--- src/ocp_pkg.sv ---
package ocp_pkg;
   // 10 mhz system clock
   localparam int unsigned CLK_HZ          = 32'h0098_9680;
   localparam int unsigned WDOG_TIMEOUT_MS = 32'h0000_03e8;
   localparam int unsigned WDOG_CYCLES     =
      WDOG_TIMEOUT_MS * (CLK_HZ / 32'h0000_03e8);
   localparam int unsigned FLASH_HALF_MS   = 32'h0000_00fa;
   localparam int unsigned FLASH_CYCLES    =
      FLASH_HALF_MS * (CLK_HZ / 32'h0000_03e8);

   localparam int unsigned LAMP_W = 32'h0000_000c;
   localparam int unsigned CHAN_W = 32'h0000_0003;
   localparam int unsigned SEL_W  = 32'h0000_0010;

   localparam logic [7:0] ADR_FSC     = 8'h00;
   localparam logic [7:0] ADR_ALARM   = 8'h04;
   localparam logic [7:0] ADR_STATUS  = 8'h08;
   localparam logic [7:0] ADR_SERVICE = 8'h0c;
   localparam logic [7:0] ADR_SWITCH  = 8'h10;

   localparam logic [15:0] FSC_GATE_OUT_STATUS  = 16'h5600;
   localparam logic [15:0] FSC_GATE_IN_ALARM    = 16'h5640;
   localparam logic [15:0] FSC_GATE_IN_SERVICE  = 16'h5641;

   localparam logic [31:0] RST_WORD = 32'h0000_0000;

   typedef enum logic [2:0] {
      LAMP_OFF    = 3'b001,
      LAMP_FLASH  = 3'b010,
      LAMP_STEADY = 3'b100
   } ocp_lamp_st_t;

   typedef struct packed {
      logic              entry_l;
      logic              entry_r;
      logic              start;
      logic              stop;
      logic              ack;
      logic              silence;
      logic              man_reset;
      logic              wdog_kick;
      logic              idle;
      logic              svc_msg;
      logic              xfer_done;
      logic [11:0]       lamp_sw;
      logic [2:0]        chan_fail;
      logic [15:0]       sel;
   } ocp_panel_t;
endpackage

--- src/ocp_top.sv ---
`timescale 1ns/1ps
module ocp_top #(
   parameter int unsigned WDOG_CYCLES  = ocp_pkg::WDOG_CYCLES,
   parameter int unsigned FLASH_CYCLES = ocp_pkg::FLASH_CYCLES
) (
   input  wire logic        i_clock,
   input  wire logic        i_rstn,
   input  wire logic        i_wb_cyc,
   input  wire logic        i_wb_stb,
   input  wire logic        i_wb_we,
   input  wire logic [7:0]  i_wb_adr,
   input  wire logic [3:0]  i_wb_sel,
   input  wire logic [31:0] i_wb_dat,
   output logic      [31:0] o_wb_dat,
   output logic             o_wb_ack,
   input  wire logic        i_entry_left,
   input  wire logic        i_entry_right,
   input  wire logic        i_start_sw,
   input  wire logic        i_stop_sw,
   input  wire logic        i_ack_sw,
   input  wire logic        i_silence_sw,
   input  wire logic        i_manual_reset,
   input  wire logic        i_wdog_kick,
   input  wire logic        i_input_idle,
   input  wire logic        i_service_msg,
   input  wire logic        i_transfer_done,
   input  wire logic [11:0] i_lamp_sw,
   input  wire logic [2:0]  i_chan_fail,
   input  wire logic [15:0] i_select_sw,
   output logic             o_entry_req,
   output logic             o_start_req,
   output logic             o_monitor_fail_lamp,
   output logic      [2:0]  o_chan_alarm_lamp,
   output logic      [2:0]  o_chan_answer,
   output logic             o_audible_alarm,
   output logic             o_ack_lamp,
   output logic      [2:0]  o_restart_lamp,
   output logic      [11:0] o_alarm_lamp
);
   typedef struct packed {
      ocp_pkg::ocp_panel_t prev;
      logic                armed;
      logic                start_cap;
      logic                stop_cap;
      logic [1:0]          snap;
      logic                entry_pend;
      logic                entry_req;
      logic                start_req;
      logic [15:0]         sel_snap;
      logic [31:0]         wdog_cnt;
      logic                mon_fail;
      logic [2:0]          chan_alarm;
      logic [2:0]          chan_answer;
      logic                alarm_ff;
      logic                audible;
      logic                ack_lamp;
      logic [2:0]          svc_lamp;
      logic [2:0]          svc_snap;
      logic                matrix_armed;
      logic                clear_stb;
      logic                load_stb;
      logic [11:0]         word;
      logic [31:0]         flash_cnt;
      logic                blink;
      logic [11:0]         lamp_out;
      logic                wb_ack;
      logic [31:0]         wb_dat;
   } ocp_state_t;

   ocp_pkg::ocp_panel_t raw;
   ocp_pkg::ocp_panel_t sw;
   ocp_state_t          r_r;
   ocp_state_t          r_nxt;
   logic [11:0]         lamp_lit;
   logic [11:0]         lamp_flash;
   logic [11:0]         lamp_steady;
   logic [11:0]         press;
   logic                both;
   logic                req;
   logic                wr;
   logic                fsc_wr;
   logic                word_wr;
   logic [15:0]         code;
   logic                new_lamp;
   logic                alarm_set;
   logic [31:0]         rd_data;

   function automatic logic hit(input logic [7:0] a, input logic [7:0] tgt);
      return a == tgt;
   endfunction

   function automatic logic is_code(input logic [15:0] c,
                                    input logic [15:0] tgt);
      return c == tgt;
   endfunction

   assign raw = '{entry_l:   i_entry_left,
                  entry_r:   i_entry_right,
                  start:     i_start_sw,
                  stop:      i_stop_sw,
                  ack:       i_ack_sw,
                  silence:   i_silence_sw,
                  man_reset: i_manual_reset,
                  wdog_kick: i_wdog_kick,
                  idle:      i_input_idle,
                  svc_msg:   i_service_msg,
                  xfer_done: i_transfer_done,
                  lamp_sw:   i_lamp_sw,
                  chan_fail: i_chan_fail,
                  sel:       i_select_sw};

   // every panel pin is asynchronous to the system clock
   ocp_sync #(
      .WIDTH ($bits(ocp_pkg::ocp_panel_t))
   ) u_sync (
      .i_clock (i_clock),
      .i_rstn  (i_rstn),
      .i_d     (raw),
      .o_q     (sw)
   );

   assign both    = sw.entry_l && sw.entry_r;
   assign req     = i_wb_cyc && i_wb_stb && !r_r.wb_ack;
   // written registers are 16 bits or less; low two byte lanes must both be set
   assign wr      = req && i_wb_we && (i_wb_sel[1:0] == 2'b11);
   assign fsc_wr  = wr && hit(i_wb_adr, ocp_pkg::ADR_FSC);
   assign word_wr = wr && hit(i_wb_adr, ocp_pkg::ADR_ALARM);
   assign code    = i_wb_dat[15:0];
   assign press   = sw.lamp_sw & ~r_r.prev.lamp_sw;

   for (genvar g = 0; g < ocp_pkg::LAMP_W; g++) begin : g_lamp
      ocp_lamp u_lamp (
         .i_clock  (i_clock),
         .i_rstn   (i_rstn),
         .i_clear  (r_r.clear_stb),
         .i_load   (r_r.load_stb),
         .i_bit    (r_r.word[g]),
         .i_press  (press[g]),
         .i_blink  (r_r.blink),
         .o_lit    (lamp_lit[g]),
         .o_flash  (lamp_flash[g]),
         .o_steady (lamp_steady[g])
      );
   end

   always_comb begin
      r_nxt             = r_r;
      new_lamp          = 1'b0;
      alarm_set         = 1'b0;
      rd_data           = ocp_pkg::RST_WORD;
      r_nxt.prev        = sw;
      r_nxt.entry_req   = 1'b0;
      r_nxt.start_req   = 1'b0;
      r_nxt.clear_stb   = 1'b0;
      r_nxt.load_stb    = 1'b0;

      // clears come first so that a set in the same cycle wins
      if (fsc_wr && is_code(code, ocp_pkg::FSC_GATE_OUT_STATUS)) begin
         r_nxt.start_cap  = 1'b0;
         r_nxt.stop_cap   = 1'b0;
         r_nxt.snap       = 2'b00;
         r_nxt.entry_pend = 1'b0;
      end
      if (sw.start && !r_r.prev.start) begin
         r_nxt.start_cap = 1'b1;
         r_nxt.start_req = 1'b1;
      end
      if (sw.stop && !r_r.prev.stop) begin
         r_nxt.stop_cap = 1'b1;
      end

      if (!both) begin
         r_nxt.armed = 1'b1;
      end else if (r_r.armed) begin
         r_nxt.armed      = 1'b0;
         r_nxt.entry_req  = 1'b1;
         r_nxt.entry_pend = 1'b1;
         r_nxt.snap       = {r_r.stop_cap, r_r.start_cap};
         r_nxt.sel_snap   = sw.sel;
      end

      if (sw.wdog_kick && !r_r.prev.wdog_kick) begin
         r_nxt.wdog_cnt = ocp_pkg::RST_WORD;
         r_nxt.mon_fail = 1'b0;
      end else if (r_r.wdog_cnt == 32'(WDOG_CYCLES - 1)) begin
         r_nxt.mon_fail = 1'b1;
      end else begin
         r_nxt.wdog_cnt = r_r.wdog_cnt + 32'h0000_0001;
      end

      // only the manual reset pin clears these; no bus path reaches them
      if (sw.man_reset) begin
         r_nxt.chan_alarm = 3'b000;
      end
      r_nxt.chan_answer = sw.chan_fail & ~r_r.prev.chan_fail;
      r_nxt.chan_alarm  = r_nxt.chan_alarm | r_nxt.chan_answer;

      new_lamp  = r_r.load_stb && |(r_r.word & ~(lamp_flash | lamp_steady));
      alarm_set = |r_nxt.chan_answer || (r_nxt.mon_fail && !r_r.mon_fail) ||
                  new_lamp;
      if (sw.ack) begin
         r_nxt.alarm_ff = 1'b0;
      end
      if (alarm_set) begin
         r_nxt.alarm_ff = 1'b1;
      end
      r_nxt.audible  = r_nxt.alarm_ff && !sw.silence;
      r_nxt.ack_lamp = sw.ack;

      r_nxt.svc_lamp = {sw.xfer_done, sw.idle, sw.svc_msg};
      if (fsc_wr && is_code(code, ocp_pkg::FSC_GATE_IN_SERVICE)) begin
         r_nxt.svc_snap = r_r.svc_lamp;
      end

      if (fsc_wr && is_code(code, ocp_pkg::FSC_GATE_IN_ALARM)) begin
         r_nxt.clear_stb    = 1'b1;
         r_nxt.matrix_armed = 1'b1;
      end
      // a word without a preceding matrix code is ignored
      if (word_wr && r_r.matrix_armed) begin
         r_nxt.load_stb     = 1'b1;
         r_nxt.word         = i_wb_dat[11:0];
         r_nxt.matrix_armed = 1'b0;
      end

      if (r_r.flash_cnt == 32'(FLASH_CYCLES - 1)) begin
         r_nxt.flash_cnt = ocp_pkg::RST_WORD;
         r_nxt.blink     = !r_r.blink;
      end else begin
         r_nxt.flash_cnt = r_r.flash_cnt + 32'h0000_0001;
      end
      r_nxt.lamp_out = lamp_lit;

      case (i_wb_adr)
         ocp_pkg::ADR_ALARM: begin
            rd_data = {4'h0, lamp_flash, 4'h0, lamp_steady};
         end
         ocp_pkg::ADR_STATUS: begin
            rd_data = {22'h000000, r_r.matrix_armed, sw.silence, r_r.alarm_ff,
                       r_r.chan_alarm, r_r.mon_fail, r_r.entry_pend,
                       r_r.snap};
         end
         ocp_pkg::ADR_SERVICE: begin
            rd_data = {29'h00000000, r_r.svc_snap};
         end
         ocp_pkg::ADR_SWITCH: begin
            rd_data = {16'h0000, r_r.sel_snap};
         end
         default: begin
            rd_data = ocp_pkg::RST_WORD;
         end
      endcase
      r_nxt.wb_ack = req;
      if (req) begin
         r_nxt.wb_dat = i_wb_we ? ocp_pkg::RST_WORD : rd_data;
      end
   end

   always_ff @(posedge i_clock or negedge i_rstn) begin
      if (!i_rstn) begin
         r_r <= '0;
      end else begin
         r_r <= r_nxt;
      end
   end

   assign o_wb_dat            = r_r.wb_dat;
   assign o_wb_ack            = r_r.wb_ack;
   assign o_entry_req         = r_r.entry_req;
   assign o_start_req         = r_r.start_req;
   assign o_monitor_fail_lamp = r_r.mon_fail;
   assign o_chan_alarm_lamp   = r_r.chan_alarm;
   assign o_chan_answer       = r_r.chan_answer;
   assign o_audible_alarm     = r_r.audible;
   assign o_ack_lamp          = r_r.ack_lamp;
   assign o_restart_lamp      = r_r.svc_lamp;
   assign o_alarm_lamp        = r_r.lamp_out;
endmodule // ocp_top

--- src/ocp_sync.sv ---
`timescale 1ns/1ps
module ocp_sync #(
   parameter int unsigned WIDTH = 1
) (
   input  wire logic             i_clock,
   input  wire logic             i_rstn,
   input  wire logic [WIDTH-1:0] i_d,
   output logic      [WIDTH-1:0] o_q
);
   typedef struct packed {
      logic [WIDTH-1:0] meta;
      logic [WIDTH-1:0] sync;
   } ocp_sync_t;

   ocp_sync_t r_r;
   ocp_sync_t r_nxt;

   // the meta stage feeds only the sync stage
   always_comb begin
      r_nxt      = r_r;
      r_nxt.meta = i_d;
      r_nxt.sync = r_r.meta;
   end

   always_ff @(posedge i_clock or negedge i_rstn) begin
      if (!i_rstn) begin
         r_r <= '0;
      end else begin
         r_r <= r_nxt;
      end
   end

   assign o_q = r_r.sync;
endmodule // ocp_sync

--- src/ocp_lamp.sv ---
`timescale 1ns/1ps
module ocp_lamp (
   input  wire logic i_clock,
   input  wire logic i_rstn,
   input  wire logic i_clear,
   input  wire logic i_load,
   input  wire logic i_bit,
   input  wire logic i_press,
   input  wire logic i_blink,
   output logic      o_lit,
   output logic      o_flash,
   output logic      o_steady
);
   typedef struct packed {
      ocp_pkg::ocp_lamp_st_t st;
      logic                  asserted;
      logic                  lit;
   } ocp_cell_t;

   ocp_cell_t r_r;
   ocp_cell_t r_nxt;

   always_comb begin
      r_nxt = r_r;
      if (i_clear) begin
         r_nxt.asserted = 1'b0;
      end
      if (i_load) begin
         r_nxt.asserted = i_bit;
      end
      case (r_r.st)
         ocp_pkg::LAMP_OFF: begin
            if (i_load && i_bit) begin
               r_nxt.st = ocp_pkg::LAMP_FLASH;
            end
         end
         ocp_pkg::LAMP_FLASH: begin
            if (i_press) begin
               r_nxt.st = r_nxt.asserted ? ocp_pkg::LAMP_STEADY
                                         : ocp_pkg::LAMP_OFF;
            end
         end
         ocp_pkg::LAMP_STEADY: begin
            // refresh keeps it steady; only a load with a zero bit puts it out
            if (i_load && !i_bit) begin
               r_nxt.st = ocp_pkg::LAMP_OFF;
            end
         end
         default: begin
            r_nxt.st = ocp_pkg::LAMP_OFF;
         end
      endcase
      r_nxt.lit = (r_nxt.st == ocp_pkg::LAMP_STEADY) ||
                  ((r_nxt.st == ocp_pkg::LAMP_FLASH) && i_blink);
   end

   always_ff @(posedge i_clock or negedge i_rstn) begin
      if (!i_rstn) begin
         r_r <= '{st: ocp_pkg::LAMP_OFF, asserted: 1'b0, lit: 1'b0};
      end else begin
         r_r <= r_nxt;
      end
   end

   assign o_lit    = r_r.lit;
   assign o_flash  = (r_r.st == ocp_pkg::LAMP_FLASH);
   assign o_steady = (r_r.st == ocp_pkg::LAMP_STEADY);
endmodule // ocp_lamp

--- config.mk ---
export PLATFORM = sky130hd
export DESIGN_NAME = ocp_top
export DESIGN_NICKNAME = d
export VERILOG_FILES = /design/src/ocp_pkg.sv /design/src/ocp_top.sv /design/src/ocp_sync.sv /design/src/ocp_lamp.sv
export SDC_FILE = /design/constraint.sdc
export NUM_CORES = 1
export LEC_CHECK = 0
export BUFFER_PORTS_ARGS = -buffer_cell sky130_fd_sc_hd__buf_2
export CAP_MARGIN = 0
export CORE_ASPECT_RATIO = 0.6
export CORE_MARGIN = 2
export CORE_UTILIZATION = 40
export DETAILED_ROUTE_END_ITERATION = 12
export PLACE_DENSITY = 0.64
export SLEW_MARGIN = 20
export SYNTH_ARGS = -nofsm -noshare
export SYNTH_HDL_FRONTEND = slang
export SYNTH_SLANG_ARGS = --single-unit
--- constraint.sdc ---
create_clock -name i_clock -period 4.5 [get_ports i_clock]
set_input_delay 0.45 -clock i_clock [delete_from_list [all_inputs] [get_ports i_clock]]
set_output_delay 0.45 -clock i_clock [all_outputs]
set_load 0.05 [all_outputs]
# Word level (Yosys, flattened, before mapping)

Index checks and enable logic that the tools add are counted.
W data, S select, Z words.

Word-level logic and storage cells: 346
Input bits: 91
Output and inout bits: 59
Register bits after elaboration: 327

Mux-type cells: 103
Equality and inequality tests: 71
Add/sub/neg operators: 2
Reductions and logical operators: 93
Bitwise operators: 8

Operators by type and width:

| cell                    | number |
|---|---|
| $mux W3                 | 49 |
| $pmux W28 S4            | 1 |
| $pmux W3 S3             | 12 |
| $mux W32                | 3 |
| $eq A3 B2 Y1 const B    | 24 |
| $eq A3 B3 Y1 const B    | 24 |
| $add A32 B1 Y32 const B | 2 |
| $logic_and A1 B1 Y1     | 53 |
| $eq A16 B15 Y1 const B  | 3 |
| $eq A3 B1 Y1 const B    | 12 |
| $mux W33                | 1 |
| $eq A32 B22 Y1 const B  | 1 |
| $eq A32 B24 Y1 const B  | 1 |
| $mux W1                 | 32 |
| $and A12 B12 Y12        | 2 |
| $not A12 Y12            | 2 |
| $logic_not A1 Y1        | 19 |
| $eq A8 B4 Y1 const B    | 2 |
| $logic_or A1 B1 Y1      | 14 |
| $mux W13                | 1 |
| $or A12 B12 Y12         | 1 |
| $reduce_or A12 Y1       | 1 |
| $eq A8 B3 Y1 const B    | 1 |
| $eq A8 B5 Y1 const B    | 1 |
| other kinds (12)        | 15 |

# Longest topological paths before layout

Gate-level depths: netlist of the first run.

Depth in word-level cells: 9
Depth in mapped cells: 8

# Cells and area by module

Synthesis of the first run repeated with hierarchy kept, for this count alone.

Cells, all modules: 1077
Area total of the unflattened synthesis: 13112.6 um^2

Modules (own cells, without submodules):

| module   | area an instance (um^2) | cells each | times used |
|---|---|---|---|
| ocp_top  | 7902.6                  | 717        | 1 |
| ocp_lamp | 259.0                   | 23         | 12 |
| ocp_sync | 2102.0                  | 84         | 1 |

# Worst setup path after synthesis of the first run

No wires, ideal clock.

Path type: input port to flip-flop
Start: input port i_wb_adr[1]
End: register r_r[82] (netlist name)
Arrival time: 2.140 ns
Data required time: 4.375 ns
Stages: 7
Path slack: 2.235 ns
Path through: nor4_2 > or3b_4 > nor3b_4 > and3_1 > buf_4 > buf_12 > mux2_4

Cells in the longest elaborated chain, start to end: 3

Ends and longest elaborated chain:

| element                | line           | source |
|---|---|---|
| start: declaration     | ocp_top.sv:11  | `input wire logic [7:0] i_wb_adr,` |
| $eq A8 B3 Y1           | ocp_top.sv:89  | `return a == tgt;` |
| $logic_and A1 B1 Y1    | ocp_top.sv:127 | `assign word_wr = wr && hit(i_wb_adr, ocp_pkg::ADR_ALARM);` |
| $logic_and A1 B1 Y1    | ocp_top.sv:220 | `if (word_wr && r_r.matrix_armed) begin` |
| end signal: assignment | ocp_top.sv:263 | `r_r <= r_nxt;` |
| end: declaration       | ocp_top.sv:72  | `ocp_state_t r_r;` |

Every way passes these cells.
A chain may end at the register's enable or synchronous reset.

==> impl_metrics.toml, run 1 <==
[sta]
max-slew-margin-rel = 0.279
finalHoldViolations = 0
fmax_mhz = 369
min_period_ps = 2710
skew_ps = 9.76
finalCritPeriodShare = 0.602
setup_viol = 0
setup_tns_ps = 0
worst_slew_pin_slew_ps = 1070
rsz0062_at_grt = "no"
slew_violations = 0

[floorplan]
num_rows = 51
start_util = 0.403
die_h_um = 144
io_pins = 150
die-area_um2 = 34000
die_x_um = 237
core_um2 = 32200

[synthesis]
yosys.area_share.simple = 0.172
netlist_area_um2 = 13000
ys_seq_elements = 323
synth_top_family_by_area = "simple AND/OR/NAND/NOR gates"
seq_area_frac_synth = 0.623
synth_edf_count = 0
yosys_warnings = 0
ys_types = 58
synth_xor_area_frac = 0.0424
synth-compound-area-share = 0.0896
synth_area_per_cell_um2 = 11.4
synth-adder-area-share = 0.00193
synthMuxAreaShare = 0.0180
synthArstFlopShare = 1.00
syn_inst = 1139
ys.flop_type = "dfrtp_1"

[global_route]
grt_start_max_net_pins = 106
grt_util_all_layers = 0.174
grt_pass1_vias = 8347
grt_pass1_wl_mm = 46.4
grt_overflow = 0
antenna_found_initial = 1

[routing]
drt.antenna.violating_nets = 0
drc = 0
avgViaCountPerCell = 5.05
via_count = 8609
wl_per_cell_um = 17.0
first_pass_iters = 7
drt_iter0_markers = 645
routed_wl_mm = 29.0

[clock_network]
cts_sinks = 323
cts_root_buf = "clkbuf_16"
cts_buffer_depth = 3
cts_tree = "done"
cts_resized = 0
post_cts_buffers = 0
clk_pin_slew_ps = 60
clk_latency_ps = 560
cts_buffers = 31
h-tree-depth = 1
holdBufCountCts = 42

[critical_path]
reg2reg_from = "o_wb_ack$_DFF_PN0_"
crit_arrival_ps = 3150
cpLargestDelayFamily = "simple AND/OR/NAND/NOR gates"
path_buf_inv = 3
critPathKind = "reg -> reg"
path_cells = "nand3b_1 -> buf_4 -> inv_1 -> nand4_1 -> inv_1 -> and3_1 -> mux2_2"
r2r_end = "r_r[81]$_DFFE_PN0P_"
cp-end-kind = "register"
cp-start-kind = "register"
cp.required_ps = 4940
cp_common_cell = "inv_1"
reg2regPathDepth = 7
cp_slowest_cell = "and3_1"
cp_max_fo = 30
r2r_setup_slack_ps = 1790
slowest_delay_ps = 680

[power]
power_density_nw_per_um2 = 400
irDropWorstVdd_mv = 0.280
p_leak_nw = 7.01

[cells_and_area]
final_cell_mix = "311 x dfrtp_1, 126 x buf_2, 124 x nand2_1, 91 x nor2_1, 65 x o21ai_0"
layout_commonest_cell = "dfrtp_1"
nNetsFinal = 1352
syn_to_final_growth_pct = 17.2
utilization = 0.473
layout-drive-gt1-share = 0.177
final_area_um2 = 15200

[placed_design]
place_congestion = 0.830
dp_hpwl_mm = 20.0
portBuffers = 127
placed_area_um2 = 13700

[hold_path]
worstHoldPathCells = 1
worstHoldStart = "i_select_sw[3]"
whs_endpoint = "u_sync.r_nxt[3]$_DFF_PN0_"
hold_class = "in -> reg"

[job]
cap_viol_max_count = 0

[run_status]
status = "finished clean"
==> flip-flops by register name, indices dropped and copies added (netlist names), 3 cells and up <==
| signal | cells |
|---|---|
| u_sync.r_nxt | 42 |
| o_wb_dat | 28 |
| o_alarm_lamp | 12 |
| g_lamp.u_lamp.r_r | 48 |
| o_restart_lamp | 3 |
| u_sync.o_q | 42 |
| o_chan_answer | 3 |
| r_r | 124 |
| o_chan_alarm_lamp | 3 |
| g_lamp.u_lamp.o_lit | 12 |
==> metrics by stage <==
stage | hold slack (ps) | setup WS [ps] | total power (W) | cells
2_1_floorplan | 154 | 2230 | 0.00321 | 1142
3_3_place_gp | 332 | 1460 | 0.00335 | 1607
3_5_place_dp | 335 | 1390 | 0.00336 | 1608
4_1_cts | 8.18 | 1770 | 0.00618 | 1704
5_1_grt | 2.84 | 1680 | 0.00634 | 1704
6_report | 35.5 | 1790 | 0.00609 | 1705
==> per-layer routing <==
metal | up-vias | GRT usage | part of all wire
met2 | 208 | 0.251 | 0.42
li1 | 4134 | - | -
met5 | - | 0 | 0
met3 | 47 | 0.0403 | 0.056
met4 | 0 | 0.0416 | 0.022
met1 | 4220 | 0.264 | 0.50
==> worst max-delay path by stage <==
stage / startpoint / endpoint / slack, ps / depth (start not counted)
4_1_cts: o_wb_ack$_DFF_PN0_ / r_r[81]$_DFFE_PN0P_ / 1770 / 7
5_1_grt: o_wb_ack$_DFF_PN0_ / r_r[81]$_DFFE_PN0P_ / 1680 / 7
3_3_place_gp: i_wb_adr[1] / r_r[78]$_DFFE_PN0P_ / 1460 / 6
3_5_place_dp: i_wb_adr[1] / r_r[79]$_DFFE_PN0P_ / 1390 / 6
6_report: o_wb_ack$_DFF_PN0_ / r_r[81]$_DFFE_PN0P_ / 1790 / 7
2_1_floorplan: i_wb_adr[1] / r_r[82]$_DFFE_PN0P_ / 2230 / 7
==> synthesized netlist by cell type, drive strengths merged, types with 4 or more instances <==
| cell | number | area (um^2) |
|---|---|---|
| a21o | 14 | 105 |
| a21oi | 42 | 210 |
| a222oi | 7 | 70.1 |
| a22o | 13 | 114 |
| a31oi | 4 | 25.0 |
| a32o | 12 | 120 |
| and2 | 7 | 43.8 |
| and3 | 7 | 43.8 |
| and4 | 6 | 52.6 |
| buf | 59 | 443 |
| clkbuf | 39 | 146 |
| dfrtp | 311 | 7780 |
| dfstp | 12 | 315 |
| inv | 27 | 101 |
| mux2 | 14 | 184 |
| mux2i | 5 | 50.1 |
| nand2 | 124 | 465 |
| nand2b | 29 | 181 |
| nand3 | 30 | 150 |
| nand3b | 14 | 105 |
| nand4 | 19 | 119 |
| nand4b | 12 | 105 |
| nor2 | 91 | 342 |
| nor2b | 14 | 87.6 |
| nor3 | 15 | 75.1 |
| nor3b | 8 | 71.3 |
| nor4 | 16 | 121 |
| nor4b | 9 | 78.8 |
| o21ai | 65 | 325 |
| o2bb2ai | 6 | 52.6 |
| o31ai | 4 | 30.0 |
| or3 | 15 | 93.8 |
| or3b | 4 | 37.5 |
| xnor2 | 44 | 385 |
| xor2 | 19 | 166 |
==> cell families (layout without fill, tap and decap cells) <==
family,Yosys count,after routing
buffers and inverters,125,263
adders and majority gates,2,2
muxes,19,19
DFF,323,323
xor gates and xnor gates,63,63
other,1,5
AOI/OAI and AO/OA,180,180
and+or+nand+nor,426,426
==> cell type report <==
type	instances	area, um^2
Fill cell	2843	17000
Clock inverter	11	191
Sequential cell	323	8100
Antenna cell	1	2.50
Inverter	27	101
Timing Repair Buffer	182	1190
Multi-Input combinational cell	694	4220
Tap cell	424	531
Clock buffer	43	901
==> power breakdown <==
group	internal, W	switching, W
sequential	0.00300	0.0000533
clock	0.00168	0.00109
combinational	0.000102	0.000176
total	0.00477	0.00132
==> worst register-to-register path, delay by kind of cell, from the launching register on <==
kind | cells | cell delay [ps]
buf+inv | 3 | 650
flops | 1 | 370
simple gates | 3 | 1170
mux | 1 | 410
No activity file was read; power rests on OpenSTA's default activity.
==> run 2, diff against run 1 <==
--- a/config.mk
+++ b/config.mk
@@ -11,7 +11,7 @@
 export CORE_MARGIN = 2
 export CORE_UTILIZATION = 40
 export DETAILED_ROUTE_END_ITERATION = 12
-export PLACE_DENSITY = 0.64
+export PLACE_DENSITY = 0.66
 export SLEW_MARGIN = 20
 export SYNTH_ARGS = -nofsm -noshare
 export SYNTH_HDL_FRONTEND = slang
==> constraint.sdc (replaced) <==
create_clock -name i_clock -period 2.25 [get_ports i_clock]
set_input_delay 0.225 -clock i_clock [delete_from_list [all_inputs] [get_ports i_clock]]
set_output_delay 0.225 -clock i_clock [all_outputs]
set_load 0.05 [all_outputs]
==> impl_metrics.toml, run 2 (synthesized netlist as in run 1, its figures left out) <==
[critical_path]
r2r_end = "o_wb_dat[11]$_DFFE_PN0N_"
reg2regPathDepth = 5
path_buf_inv = 1
r2r_setup_slack_ps = 250
path_cells = "nand3b_1 -> buf_4 -> nor2_1 -> nand4b_1 -> o21ai_0"
cpLargestDelayFamily = "simple AND/OR/NAND/NOR gates"
cp_slowest_cell = "nand4b_1"
cp.required_ps = 2720
cp_max_fo = 29
critPathKind = "reg -> reg"
cp-start-kind = "register"
slowest_delay_ps = 490
reg2reg_from = "o_wb_ack$_DFF_PN0_"
cp.depth = 5
cp-end-kind = "register"
crit_start = "o_wb_ack$_DFF_PN0_"
crit_end = "o_wb_dat[11]$_DFFE_PN0N_"
crit_arrival_ps = 2460

[sta]
max-slew-margin-rel = 0.481
setup_tns_ps = 0
min_period_ps = 2000
worst_slew_pin_slew_ps = 778
rsz0062_at_grt = "no"
fmax_mhz = 501
setup_viol = 0
finalHoldViolations = 0
slew_violations = 0
finalCritPeriodShare = 0.887
skew_ps = 8.29

[placed_design]
dp_hpwl_mm = 21.1
placed_cells_incl_taps = 1631
portBuffers = 127
place_congestion = 0.860

[routing]
wl_per_cell_um = 17.5
via_count = 9006
drt.antenna.violating_nets = 0
drc = 0
drt_iter0_markers = 863
first_pass_iters = 6
avgViaCountPerCell = 5.17
routed_wl_mm = 30.5

[floorplan]
start_util = 0.403
num_rows = 51
die_h_um = 144
die_x_um = 237
core_um2 = 32200
io_pins = 150
die-area_um2 = 34000

[cells_and_area]
largest_register = "r_r"
layout_commonest_cell = "dfrtp_1"
nNetsFinal = 1387
layout-drive-gt1-share = 0.190
diodes = 0
utilization = 0.483
largest_registers = "r_r: 124 flops, g_lamp.u_lamp.r_r: 48 flops"
final_cell_mix = "311 x dfrtp_1, 126 x buf_2, 124 x nand2_1, 91 x nor2_1, 65 x o21ai_0"
largest_register_ffs = 124
final_cells = 1742
syn_to_final_growth_pct = 19.7

[global_route]
grt_util_all_layers = 0.185
grt_overflow = 0
grt_pass1_wl_mm = 49.1
grt_start_max_net_pins = 68
grt_pass1_vias = 8796
antenna_found_initial = 0

[hold_path]
hold_class = "in -> reg"

[clock_network]
cts_buffer_depth = 3
post_cts_buffers = 0
cts_tree = "done"
cts_sinks = 323
h-tree-depth = 1
cts_root_buf = "clkbuf_16"
clk_pin_slew_ps = 70
clk_latency_ps = 570
cts_buffers = 30

[power]
p_leak_nw = 7.19
power_density_nw_per_um2 = 790
irDropWorstVdd_mv = 0.503

[run_status]
status = "finished clean"

[job]
cap_viol_max_count = 0
run 2: cell count changes in the layout (fill, tap and decap cells not counted):
cell	delta
buf_12	+2
clkbuf_8	-3
bufinv_16	+1
buf_4	+22
dlygate4sd3_1	+13
clkinv_2	+3
buf_6	-1
diode_2	-1
clkbuf_1	+2
inv_8	-1
run 2: routing by layer:
layer | wire length [um] | GRT usage | vias to the layer above
met1 | 14700 | 0.273 | 4547
li1 | - | - | 4187
met2 | 13400 | 0.278 | 225
met4 | 676 | 0.0446 | 0
met5 | 0 | 0 | -
met3 | 1680 | 0.0394 | 47
run 2: what timing repair did:
| item | in CTS | in global routing |
|---|---|---|
| endpoints found under the hold margin | 110 | 0 |
| hold buffers | 55 | 0 |
| gates resized for setup | 0 | 0 |
run 2: worst reg2reg max path: cells and delay by family (launching register included):
family                 cells  cell delay (ps)
DFF                        1              370
and+or+nand+nor            3              890
buffers and inverters      1              280
AOI/OAI and AO/OA          1              370
run 2: power by group:
group / total (W) / internal [W] / switching [W]
Sequential: 0.00610 / 0.00599 / 0.000107
Combinational: 0.000597 / 0.000230 / 0.000367
Clock: 0.00560 / 0.00337 / 0.00223
Total: 0.0123 / 0.00959 / 0.00270
run 2: cell type report:
| cell class | instances | area, um^2 |
|---|---|---|
| clock inverter | 14 | 225 |
| timing repair buffer | 218 | 1520 |
| inverter | 27 | 101 |
| clock buffer | 42 | 867 |
| multi-input combinational | 694 | 4220 |
| fill | 2856 | 16700 |
| tap | 424 | 531 |
| sequential | 323 | 8100 |
run 2: worst min-delay path by stage:
stage / slack [ps] / cells after the start / to / startpoint
2_1_floorplan: -70 / 0 / g_lamp[0].u_lamp.o_lit$_DFF_PN0_ / i_rstn
3_3_place_gp: 220 / 1 / u_sync.r_nxt[16]$_DFF_PN0_ / i_rstn
3_5_place_dp: 220 / 1 / u_sync.r_nxt[16]$_DFF_PN0_ / i_rstn
4_1_cts: 90 / 4 / o_wb_ack$_DFF_PN0_ / i_wb_cyc
5_1_grt: 120 / 4 / o_wb_ack$_DFF_PN0_ / i_wb_cyc
6_report: 110 / 4 / o_wb_ack$_DFF_PN0_ / i_wb_cyc
run 2: per-stage QoR:
| stage | worst slack, ps | hold slack (ps) | total power [W] | area (um^2) |
|---|---|---|---|---|
| finish | 255 | 112 | 0.0123 | 15600 |
| detailed placement | 31.7 | 222 | 0.00674 | 13900 |
| floorplan | 210 | -70.6 | 0.00642 | 13000 |
| CTS | 242 | 90.3 | 0.0124 | 15600 |
| global route | 145 | 123 | 0.0128 | 15600 |
| global placement | 56.5 | 219 | 0.00672 | 13900 |
==> run 3, diff against run 2 <==
==> constraint.sdc (replaced) <==
create_clock -name i_clock -period 1.6 [get_ports i_clock]
set_input_delay 0.16 -clock i_clock [delete_from_list [all_inputs] [get_ports i_clock]]
set_output_delay 0.16 -clock i_clock [all_outputs]
set_load 0.05 [all_outputs]
==> impl_metrics.toml, run 3 (synthesized netlist as in run 1, its figures left out) <==
[run_status]
status = "complete, but fails checks"
violations = "setup timing"

[cells_and_area]
final_cell_mix = "309 x dfrtp_1, 162 x buf_4, 127 x buf_2, 122 x nand2_1, 75 x nor2_1"
diodes = 0
final_cells = 1905
largest_register = "r_r"
nNetsFinal = 1553
layout-drive-gt1-share = 0.340
syn_to_final_growth_pct = 35.1
utilization = 0.545
layout_commonest_cell = "dfrtp_1"
largest_register_ffs = 124
largest_registers = "r_r: 124 flops, g_lamp.u_lamp.r_r: 48 flops"

[sta]
fmax_mhz = 556
min_period_ps = 1800
skew_ps = 22.1
setup_viol = 64
rsz0062_at_grt = "yes"
finalHoldViolations = 0
layout_setup_ws_ps = -199
setup_tns_ps = -4260
slew_violations = 0
finalCritPeriodShare = 1.12

[power]
power_density_nw_per_um2 = 941
irDropWorstVdd_mv = 0.855
p_leak_nw = 8.44
finalPower_w = 0.0165

[placed_design]
portBuffers = 127
dp_hpwl_mm = 22.3
placed_cells_incl_taps = 1757
place_congestion = 0.882

[global_route]
grt_util_all_layers = 0.192
grt-busiest-layer = "met1"
grt_pass1_vias = 9056
grt_pass1_wl_mm = 50.8
grt_use_met2 = 0.282
grt_overflow = 0
gr-usage-met1 = 0.293
grt_start_max_net_pins = 56
grt_use_met3 = 0.0407
antenna_found_initial = 1

[critical_path]
r2r_end = "r_r[110]$_DFFE_PN0P_"
critPathKind = "reg -> reg"
crit_start = "r_r[136]$_DFFE_PN0P_"
cp-start-kind = "register"
crit_arrival_ps = 2260
cp_max_fo = 6
cp.required_ps = 2060
reg2regPathDepth = 8
reg2reg_from = "r_r[136]$_DFFE_PN0P_"
r2r_setup_slack_ps = -200
cp-end-kind = "register"

[routing]
avgViaCountPerCell = 5.03
drt_iter0_markers = 618
drt.antenna.violating_nets = 0
routed_wl_mm = 33.1
wl_per_cell_um = 17.4
first_pass_iters = 5
via_count = 9587
drc = 0

[floorplan]
die-area_um2 = 34000
start_util = 0.403
die_h_um = 144
io_pins = 150
num_rows = 51
core_um2 = 32200
die_x_um = 237

[clock_network]
cts_root_buf = "clkbuf_16"
clk_pin_slew_ps = 60
clk_latency_ps = 580
cts_tree = "done"
cts_buffer_depth = 3
h-tree-depth = 1
cts_sinks = 323
cts_buffers = 30

[job]
cap_viol_max_count = 0

[hold_path]
hold_class = "in -> async"
## run 3: worst max path at each step
stage	cells after the start	to	slack, ps
CTS	8	r_r[110]$_DFFE_PN0P_	-160
detailed placement	8	o_wb_dat[22]$_DFFE_PN0N_	-490
global placement	7	r_r[78]$_DFFE_PN0P_	-460
global route	8	r_r[110]$_DFFE_PN0P_	-280
finish	8	r_r[110]$_DFFE_PN0P_	-200
floorplan	7	r_r[82]$_DFFE_PN0P_	-330
## run 3: worst max-delay path, stage by stage, from the launching register on
cell     delay (ps)
dfrtp_1         410
nor4b_4         270
buf_4           140
nand4_1          80
buf_6           160
nor3_4          160
buf_6           180
mux2i_1         200
nor2_1           50
## run 3: power by group
part           internal [W]  switching, W  total [W]
clock               0.00391       0.00304    0.00695
sequential          0.00843      0.000148    0.00858
combinational      0.000433      0.000563   0.000996
total                0.0128       0.00375     0.0165
## run 3: metrics by stage
| stage | hold WS [ps] | area [um^2] | setup slack [ps] |
|---|---|---|---|
| detailed placement | 103 | 15000 | -493 |
| finish | 62.6 | 17600 | -199 |
| global placement | 104 | 15000 | -457 |
| floorplan | -136 | 13200 | -331 |
| CTS | 50.6 | 17000 | -163 |
| global route | 67.2 | 17600 | -279 |
## run 3: per-layer routing
layer | vias to the layer above | part of all wire
met5 | - | 0
met2 | 221 | 0.44
met3 | 43 | 0.056
li1 | 4539 | -
met1 | 4784 | 0.49
met4 | 0 | 0.018
## run 3: timing repair
action	in CTS	in global routing
hold buffers	55	0
buffers inserted	18	19
endpoints found under the hold margin	374	0
gates cloned	4	1
pin swaps	54	77
endpoints found under the setup margin	99	108
gates resized for setup	95	87
## run 3: area by class of cell
cell class | count | area (um^2)
clock buffers | 48 | 878
clock inverters | 5 | 67.6
fillers | 2686 | 14700
inverters | 27 | 101
flip-flops and latches | 323 | 8100
well taps | 424 | 531
multi-input cells | 694 | 4930
repair buffers | 384 | 2950
